`src/rtl/scpw_defs.svh`:
```
/*
 Offsets, field positions, reset values and timing counts for the
 standby clock and power well control block.
 Assumes a 100 MHz system clock and an 8-bit runtime register port.
*/
`ifndef SCPW_DEFS_SVH
`define SCPW_DEFS_SVH

// Runtime register indices.
`define SCPW_OFS_WAKE_EN7      8'h10
`define SCPW_OFS_POWER_RECOVERY_CONFIG       8'h49
`define SCPW_OFS_SUPPLY_ON     8'h4a
`define SCPW_OFS_SUPPLY_PREV   8'h53
`define SCPW_OFS_DBL_CLICK     8'h5b
`define SCPW_OFS_MAKE_1        8'h5f
`define SCPW_OFS_MAKE_2        8'h60
`define SCPW_OFS_BREAK_1       8'h61
`define SCPW_OFS_BREAK_2       8'h62
`define SCPW_OFS_BREAK_3       8'h63
`define SCPW_OFS_KEY_PWRBTN    8'h64
`define SCPW_OFS_TRICKLE_CFG   8'hf0

// Field positions and reset values.
`define SCPW_BIT_CLK_ABSENT    0
`define SCPW_RST_BYTE          8'h00
`define SCPW_RST_TRICKLE_CFG   8'h00

// Rates and the divide ratio for the internally derived slow clock.
`define SCPW_CLK14_HZ          14318180
`define SCPW_SLOW_HZ           32768
`define SCPW_HALF_DIV          (`SCPW_CLK14_HZ / (2 * `SCPW_SLOW_HZ))

`endif

```
`src/rtl/scpw_pkg.sv`:
```
/*
 Types shared by the standby clock and power well control block.
 Assumes nothing beyond the defines header.
*/
package scpw_pkg;

   typedef enum logic [1:0] {
      SCPW_SRC_EXT,
      SCPW_SRC_HOLD,
      SCPW_SRC_INT
   } scpw_src_type;

   typedef struct packed {
      logic [7:0] addr;
      logic wr;
      logic rd;
      logic [7:0] wdata;
   } scpw_req_type;

   typedef struct packed {
      logic output_mode;
      logic invert;
      logic alt_func;
   } scpw_gpio_cfg_type;

endpackage

```
`src/rtl/scpw_clk_switch.sv`:
```
/*
 Slow clock source selection: the external trickle clock, or a clock of
 about 32 kHz divided down from the 14 MHz input, switched without runts.
 Assumes both clock inputs are sampled levels synchronous to clock.
*/
`timescale 1ns/1ns
`default_nettype none
`include "scpw_defs.svh"

module scpw_clk_switch
(
   // System.
   input wire logic clock,
   input wire logic rstn,
   // Sources.
   input wire logic slow_clock_in,
   input wire logic clk14_in,
   input wire logic use_internal,
   // Selected clock.
   output logic slow_level_q,
   output logic slow_tick_q
);

   localparam logic [8:0] HALF_DIV = 9'(`SCPW_HALF_DIV);

   scpw_pkg::scpw_src_type src_q, src_d;
   logic clk14_prev_q, clk14_prev_d;
   logic [8:0] div_q, div_d;
   logic int_q, int_d;
   logic level_d, tick_d;
   logic cur_level;

   // The divider runs on rising edges of the 14 MHz input.
   always_comb
   begin
      clk14_prev_d = clk14_in;
      div_d = div_q;
      int_d = int_q;
      if (clk14_in && !clk14_prev_q)
      begin
         if (div_q == HALF_DIV - 9'h001)
         begin
            div_d = 9'h000;
            int_d = !int_q;
         end
         else
         begin
            div_d = div_q + 9'h001;
         end
      end
   end

   // A change of source first parks the output low, then waits for the
   // new source to be low too, so no shortened pulse escapes.
   always_comb
   begin
      src_d = src_q;
      cur_level = 1'b0;
      unique case (src_q)
         scpw_pkg::SCPW_SRC_EXT:
         begin
            cur_level = slow_clock_in;
            if (use_internal && !slow_clock_in)
               src_d = scpw_pkg::SCPW_SRC_HOLD;
         end
         scpw_pkg::SCPW_SRC_INT:
         begin
            cur_level = int_q;
            if (!use_internal && !int_q)
               src_d = scpw_pkg::SCPW_SRC_HOLD;
         end
         scpw_pkg::SCPW_SRC_HOLD:
         begin
            if (use_internal && !int_q)
               src_d = scpw_pkg::SCPW_SRC_INT;
            else if (!use_internal && !slow_clock_in)
               src_d = scpw_pkg::SCPW_SRC_EXT;
         end
      endcase
      level_d = cur_level;
      tick_d = cur_level && !slow_level_q;
   end

   always_ff @(posedge clock or negedge rstn)
   begin
      if (!rstn)
      begin
         src_q <= scpw_pkg::SCPW_SRC_EXT;
         clk14_prev_q <= 1'b0;
         div_q <= 9'h000;
         int_q <= 1'b0;
         slow_level_q <= 1'b0;
         slow_tick_q <= 1'b0;
      end
      else
      begin
         src_q <= src_d;
         clk14_prev_q <= clk14_prev_d;
         div_q <= div_d;
         int_q <= int_d;
         slow_level_q <= level_d;
         slow_tick_q <= tick_d;
      end
   end

endmodule

`default_nettype wire

```
`src/rtl/scpw_top.sv`:
```
/*
 Standby clock and power well control: slow clock selection, main power
 gating of pins and logic, wake event output and retained registers.
 Assumes a runtime register port synchronous to clock, a standby power-on
 reset on rstn and a battery power-on reset on bat_rstn.
*/
// Behaviour
// Selected trickle clock drives watchdog, blink, recovery and key-wake timing.
// Slow-clock-absent flag is bit 0 of register 0xF0.
// Flag reads 0 with external clock present (default), 1 when absent.
// Trickle clock register is cleared by the standby power-on reset.
// Flag clear selects the external slow clock for blink and key-wake.
// Flag set selects a slow clock divided from 14 MHz.
// Without external clock, slow functions run only under main power.
// Wake events stay live on standby power and drive wake output low.
// Port 3 bits 2 and 3 revert to plain non-inverting inputs without main power.
// Main-powered wake pins act only as inputs while main power is off.
// Port 3 bits 6, 7 and port 4 bit 0 have no wake path.
// Standby reset initialises infrared, wake configuration and wake interface; wake enable 0x10 is battery-backed and only bat_rstn clears it.
// Monitor keeps its settings but runs only under main power.
// Battery registers keep contents across loss of standby power.
// Main-power-only logic is enabled only while main rail sense is high.
// Slow clock source switching is glitch-free.
`timescale 1ns/1ns
`default_nettype none
`include "scpw_defs.svh"

module scpw_top
(
   // System.
   input wire logic clock,
   input wire logic rstn,
   input wire logic bat_rstn,
   // Supply sense and clock sources.
   input wire logic main_power_on,
   input wire logic slow_clock_in,
   input wire logic clk14_in,
   // Runtime register port.
   input wire scpw_pkg::scpw_req_type reg_req,
   output logic [7:0] reg_rdata_q,
   // Slow timing for dependent logic.
   output logic slow_clock_q,
   output logic watchdog_timer_tick_q,
   output logic blink_tick_q,
   output logic recovery_tick_q,
   output logic key_wake_tick_q,
   output logic slow_func_en_q,
   // Main power gating and infrared reset release.
   output logic main_logic_en_q,
   output logic monitor_run_en_q,
   output logic infrared_rstn_q,
   // General-purpose port 3 bits 2 and 3.
   input wire scpw_pkg::scpw_gpio_cfg_type gpio_port3_bit2_cfg,
   input wire scpw_pkg::scpw_gpio_cfg_type gpio_port3_bit3_cfg,
   output scpw_pkg::scpw_gpio_cfg_type gpio_port3_bit2_eff_q,
   output scpw_pkg::scpw_gpio_cfg_type gpio_port3_bit3_eff_q,
   // Main-powered wake-capable pins.
   input wire logic [7:0] wake_pin_oe_req,
   output logic [7:0] wake_pin_oe_q,
   // Wake events.
   input wire logic [7:0] wake_src,
   input wire logic [7:0] wake_clear,
   output logic [7:0] wake_status_q,
   output logic wake_event_out_n,
   // Retained settings.
   output logic [7:0] power_recovery_cfg_q,
   output logic [7:0] supply_on_ctrl_q
);

   // Registers in the battery domain, indexed by position in BAT_OFS.
   localparam int NBAT = 11;
   localparam logic [7:0] BAT_OFS [NBAT] = '{
      `SCPW_OFS_WAKE_EN7, `SCPW_OFS_POWER_RECOVERY_CONFIG, `SCPW_OFS_SUPPLY_ON,
      `SCPW_OFS_SUPPLY_PREV, `SCPW_OFS_DBL_CLICK, `SCPW_OFS_MAKE_1,
      `SCPW_OFS_MAKE_2, `SCPW_OFS_BREAK_1, `SCPW_OFS_BREAK_2,
      `SCPW_OFS_BREAK_3, `SCPW_OFS_KEY_PWRBTN};
   localparam int IX_WAKE_EN7 = 0;
   localparam int IX_POWER_RECOVERY_CONFIG = 1;
   localparam int IX_SUPPLY_ON = 2;

   // True when the port addresses the given register.
   function automatic logic hit(input logic [7:0] addr,
                                input logic [7:0] ofs);
      hit = (addr == ofs);
   endfunction

   logic [7:0] bat_q [NBAT];
   logic [7:0] bat_d [NBAT];
   logic [7:0] trickle_cfg_q, trickle_cfg_d;
   logic [7:0] rdata_d;
   logic [7:0] wake_status_d;
   logic wake_out_n_d;
   logic slow_clock_absent;
   logic sel_level, sel_tick;
   logic slow_en_d, main_en_d;
   scpw_pkg::scpw_gpio_cfg_type gp2_d, gp3_d;
   logic [7:0] oe_d;

   assign slow_clock_absent = trickle_cfg_q[`SCPW_BIT_CLK_ABSENT];

   scpw_clk_switch u_switch
   (
      .clock(clock),
      .rstn(rstn),
      .slow_clock_in(slow_clock_in),
      .clk14_in(clk14_in),
      .use_internal(slow_clock_absent),
      .slow_level_q(sel_level),
      .slow_tick_q(sel_tick)
   );

   // Battery-backed registers: only the battery reset clears them, so a
   // standby power cycle leaves them intact.
   generate
      for (genvar i = 0; i < NBAT; i++)
      begin : g_bat
         always_comb
         begin
            bat_d[i] = bat_q[i];
            if (reg_req.wr && hit(reg_req.addr, BAT_OFS[i]))
               bat_d[i] = reg_req.wdata;
         end

         always_ff @(posedge clock or negedge bat_rstn)
         begin
            if (!bat_rstn)
               bat_q[i] <= `SCPW_RST_BYTE;
            else
               bat_q[i] <= bat_d[i];
         end
      end
   endgenerate

   // Trickle clock register lives in the standby domain.
   always_comb
   begin
      trickle_cfg_d = trickle_cfg_q;
      if (reg_req.wr && hit(reg_req.addr, `SCPW_OFS_TRICKLE_CFG))
      begin
         trickle_cfg_d = 8'h00;
         trickle_cfg_d[`SCPW_BIT_CLK_ABSENT] =
            reg_req.wdata[`SCPW_BIT_CLK_ABSENT];
      end
   end

   always_ff @(posedge clock or negedge rstn)
   begin
      if (!rstn)
         trickle_cfg_q <= `SCPW_RST_TRICKLE_CFG;
      else
         trickle_cfg_q <= trickle_cfg_d;
   end

   // Read data; unmapped indices read as zero, reserved bits as zero.
   always_comb
   begin
      rdata_d = reg_rdata_q;
      if (reg_req.rd)
      begin
         rdata_d = 8'h00;
         if (hit(reg_req.addr, `SCPW_OFS_TRICKLE_CFG))
            rdata_d = trickle_cfg_q;
         for (int i = 0; i < NBAT; i++)
         begin
            if (hit(reg_req.addr, BAT_OFS[i]))
               rdata_d = bat_q[i];
         end
      end
   end

   // Slow functions need the external clock unless main power is on.
   always_comb
   begin
      main_en_d = main_power_on;
      slow_en_d = main_power_on || !slow_clock_absent;
   end

   // Main-power gating of pins.
   always_comb
   begin
      gp2_d = gpio_port3_bit2_cfg;
      gp3_d = gpio_port3_bit3_cfg;
      if (!main_power_on)
      begin
         gp2_d = '0;
         gp3_d = '0;
      end
      oe_d = main_power_on ? wake_pin_oe_req : 8'h00;
   end

   // Wake events: sticky per source, set beats clear. Only the eight
   // wake-capable sources enter here; non-wake pins have no input. R11
   always_comb
   begin
      wake_status_d = (wake_status_q & ~wake_clear) | wake_src;
      wake_out_n_d =
         !(|(wake_status_d & bat_q[IX_WAKE_EN7]));
   end

   always_ff @(posedge clock or negedge rstn)
   begin
      if (!rstn)
      begin
         reg_rdata_q <= 8'h00;
         slow_clock_q <= 1'b0;
         watchdog_timer_tick_q <= 1'b0;
         blink_tick_q <= 1'b0;
         recovery_tick_q <= 1'b0;
         key_wake_tick_q <= 1'b0;
         slow_func_en_q <= 1'b0;
         main_logic_en_q <= 1'b0;
         monitor_run_en_q <= 1'b0;
         infrared_rstn_q <= 1'b0;
         gpio_port3_bit2_eff_q <= '0;
         gpio_port3_bit3_eff_q <= '0;
         wake_pin_oe_q <= 8'h00;
         wake_status_q <= 8'h00;
         wake_event_out_n <= 1'b1;
         power_recovery_cfg_q <= 8'h00;
         supply_on_ctrl_q <= 8'h00;
      end
      else
      begin
         reg_rdata_q <= rdata_d;
         slow_clock_q <= sel_level;
         watchdog_timer_tick_q <= sel_tick && slow_en_d;
         blink_tick_q <= sel_tick && slow_en_d;
         recovery_tick_q <= sel_tick && slow_en_d;
         key_wake_tick_q <= sel_tick && slow_en_d;
         slow_func_en_q <= slow_en_d;
         main_logic_en_q <= main_en_d;
         monitor_run_en_q <= main_en_d;
         infrared_rstn_q <= 1'b1;
         gpio_port3_bit2_eff_q <= gp2_d;
         gpio_port3_bit3_eff_q <= gp3_d;
         wake_pin_oe_q <= oe_d;
         wake_status_q <= wake_status_d;
         wake_event_out_n <= wake_out_n_d;
         power_recovery_cfg_q <= bat_q[IX_POWER_RECOVERY_CONFIG];
         supply_on_ctrl_q <= bat_q[IX_SUPPLY_ON];
      end
   end

endmodule

`default_nettype wire

```
`config.mk`:
```
export PLATFORM = sky130hd
export DESIGN_NAME = scpw_top
export DESIGN_NICKNAME = d
export VERILOG_FILES = /design/src/rtl/scpw_pkg.sv /design/src/rtl/scpw_clk_switch.sv /design/src/rtl/scpw_top.sv
export VERILOG_INCLUDE_DIRS = /design/src /design/src/rtl
export SDC_FILE = /design/constraint.sdc
export NUM_CORES = 1
export LEC_CHECK = 0
export BUFFER_PORTS_ARGS = -buffer_cell sky130_fd_sc_hd__buf_2
export CAP_MARGIN = 20
export CORE_MARGIN = 4
export CORE_UTILIZATION = 55
export CTS_CLUSTER_SIZE = 30
export DETAILED_ROUTE_END_ITERATION = 7
export GPL_TIMING_DRIVEN = 0
export PLACE_DENSITY = 0.78
export SLEW_MARGIN = 10
export SYNTH_ARGS = -nofsm -noshare
export SYNTH_HDL_FRONTEND = slang
export SYNTH_SLANG_ARGS = --single-unit
```
`constraint.sdc`:
```
create_clock -name clock -period 3.9 [get_ports clock]
set_input_delay 0.39 -clock clock [delete_from_list [all_inputs] [get_ports clock]]
set_output_delay 0.39 -clock clock [all_outputs]
set_load 0.05 [all_outputs]
```
==> run_results.csv <==
group,metric,value,unit
sta,fin_hold_ws,99.95,ps
die,start_util,56.30,%
sta,relSlewSlack,32.52,%
sta,slew_violations,0,
finish,nNetsFinal,726,
clocking,clk_pin_slew,60,ps
die,core-area,12010,sq um
die,io_pins,110,
worst_hold_path,holdPathStages,1,
clocking,clock-sinks,156,
place,numPortBuffers,108,
pwr,power_density,486.4,nW/um^2
global_routing,antenna_found_initial,1,
critical_path,criticalPathCategory,"reg2reg",
detailed_routing,vias_per_cell,5.946,
sta,fin_worst_skew,7.438,ps
place,dpl.hpwl,11.34,mm
synth,synth_cell_type_count,62,
global_routing,grt_pass1_wl,26.63,mm
global_routing,first_global_vias,5173,
clocking,clock_latency,430,ps
place,gp_congestion,0.8903,
pwr,ir_worst_vdd,0.2719,mV
critical_path,crit_required,4210,ps
detailed_routing,drt-pass1-iter-count,5,
pwr,leakage,4.071,nW
synth,syn_nets,595,
synth,synth.avg_cell_area,12.55,sq um
synth,synth_top_area_cell,"dfrtp_1",
synth,ys_warn_count,0,
critical_path,critPathMaxFanout,8,
pwr,total_power,3.986,mW
detailed_routing,postRouteAntennaNets,0,
die,rows,40,
clocking,clockBufferDepth,2,
detailed_routing,drtIter0Drc,518,
die,die_area,14130,sq um
synth,synth_cells,539,
finish,antenna_cells,0,
synth,synth.top_cells.by_count,"dfrtp_1 (155), mux2_2 (91), nand2_1 (31), clkbuf_1 (21), o21ai_0 (20)",
critical_path,r2r_setup_slack,1750,ps
detailed_routing,routed_wl,16.16,mm
outcome,status,"finished, final reports clean",
synth,synth_top_area_share,57.35,%
critical_path,end_kind,"register",
critical_path,crit_start,"u_switch.div_q[1]",
finish,drive_gt1_share,37.77,%
sta,worstMarginPinSlew,1004,ps
synth,synthesis.area,6763,sq um
detailed_routing,drc_errors,0,
clocking,post-cts-setup-buffers,0,
sta,fmax,0.4659,GHz
critical_path,regToRegStartpoint,"u_switch.div_q[1]",
die,die_x,118.9,um
finish,area_delta_synth_final,21.17,%
clocking,cts_buffers,17,
clocking,htreeDepth,4,
critical_path,arrival,2460,ps
sta,min_period,2146,ps
detailed_routing,wl_per_cell,19.47,um
critical_path,crit-reg2reg-capture,"u_switch.div_q[7]",
sta,setup_viol,0,
global_routing,grt-ovfl-total,0,
synth,synth.most_common_cell,"dfrtp_1",
critical_path,critPathLaunchType,"register",
clocking,cts_tree,"yes",
clocking,cts-root-buf,"clkbuf_16",
sta,post-route-period-util,55.03,%
run,maxCapViolations,0,
synth,synthArstFlopShare,100.0,%
clocking,post_cts_resized,0,
sta,rsz0062_at_grt,"no",
sta,finalSetupTns,0,ps
die,die_y,118.9,um
synth,yosys-top-cells-area,"dfrtp_1 (57%), mux2_2 (15%), nand2_1 (1.7%)",
critical_path,worstRegToRegCells,6,
synth,synth_flop_cell,"dfrtp_1",
worst_hold_path,min_to,"u_switch.clk14_prev_q",
worst_hold_path,hold_path.class,"in2reg",
global_routing,groute.usage.overall,24.04,%
sta,hold_viol_final,0,
global_routing,grt_max_degree,59,
synth,synth_edf_count,0,
detailed_routing,vias,4935,
synth,seq_area_frac_synth,57.74,%
synth,synth_seq_cells,156,
worst_hold_path,min_from,"clk14_in",
[metal layers]
metal / part of all wire, % / up-vias / GRT usage (%)
met1: 42 / 2461 / 30.79
met5: 0.062 / - / 0
met3: 7.8 / 34 / 7.123
met4: 2.8 / 2 / 10.43
li1: - / 2209 / -
met2: 47 / 229 / 38.22
[report_power, final]
| group | switching, mW | internal (mW) | total, mW |
|---|---|---|---|
| combinational | 0.294 | 0.151 | 0.445 |
| clock | 0.662 | 1.09 | 1.75 |
| sequential | 0.0676 | 1.72 | 1.79 |
[per-stage QoR]
step / std cells / util (%) / area [sq um] / setup slack, ps
finish: 830 / 68.22 / 8194 / 1754
floorplan: 539 / - / 6763 / 1935
global route: 830 / 68.22 / 8194 / 1596
detailed placement: 796 / 62.77 / 7540 / 1570
global placement: 794 / 62.33 / 7487 / 1600
CTS: 830 / 68.22 / 8194 / 1778
[cells by family (layout without fill, tap and decap cells)]
| family | count (synthesis) | count (layout) | synth area share, % |
|---|---|---|---|
| DFF | 156 | 156 | 57.74 |
| and+or+nand+nor | 119 | 119 | 10.01 |
| AOI/OAI and AO/OA | 105 | 105 | 11.10 |
| muxes | 101 | 101 | 17.00 |
| buffers and inverters | 52 | 196 | 3.330 |
| xor gates and xnor gates | 3 | 3 | 0.3886 |
| adders and majority gates | 2 | 2 | 0.3700 |
| other | 1 | 1 | 0.05545 |
[flip-flops by register name (all words and copies together) (netlist names), 2 cells and up]
signal and cells:
reg_rdata_q 8, wake_pin_oe_q 8, power_recovery_cfg_q 8, gpio_port3_bit3_eff_q 3, u_switch.div_q 9, u_switch.src_q 2
gpio_port3_bit2_eff_q 3, bat_q 88, wake_status_q 8, supply_on_ctrl_q 8
[cells in the final DEF, fill, tap and decap left out, drive strengths merged, types with 5 or more instances in the layout]
cell type,Yosys,routed
dfrtp,155,155
buf,12,122
mux2,91,91
clkbuf,22,41
nand2,32,32
o21ai,20,20
inv,18,19
nor2,19,19
and2,15,15
a21oi,15,15
a22oi,12,12
a21o,11,11
and3,8,8
mux2i,8,8
nor3,8,8
nor2b,7,7
o2bb2ai,7,7
o211ai,7,7
nand3,7,7
clkinv,0,5
[cell type report]
cell class | instances | area, sq um
inverters | 18 | 67.56
clock buffers | 19 | 442.9
flip-flops and latches | 156 | 3905
plain buffers | 34 | 157.7
clock inverters | 13 | 191.4
well taps | 147 | 183.9
multi-input cells | 331 | 2633
fillers | 885 | 3817
repair buffers | 112 | 613.1
[how the worst max path moves through the flow]
stage                   endpoint  slack, ps  depth (start not counted)
5_1_grt        u_switch.div_q[7]       1600                          6
4_1_cts        u_switch.div_q[7]       1780                          6
6_report       u_switch.div_q[7]       1750                          6
2_1_floorplan          bat_q[64]       1930                          7
3_5_place_dp           bat_q[66]       1570                          7
3_3_place_gp      reg_rdata_q[4]       1600                          7
[timing repair]
action,CTS,global route
endpoints found under the setup margin,0,0
hold buffers,2,0
hold endpoints to repair,53,0
[worst max-delay path, stage by stage (launching register included)]
cell	delay, ps
dfrtp_1	410
inv_1	70
ha_1	120
or4b_2	600
nor3_2	410
o21ai_0	170
a22o_1	250
Note: power is estimated with default switching activity, not from simulation.
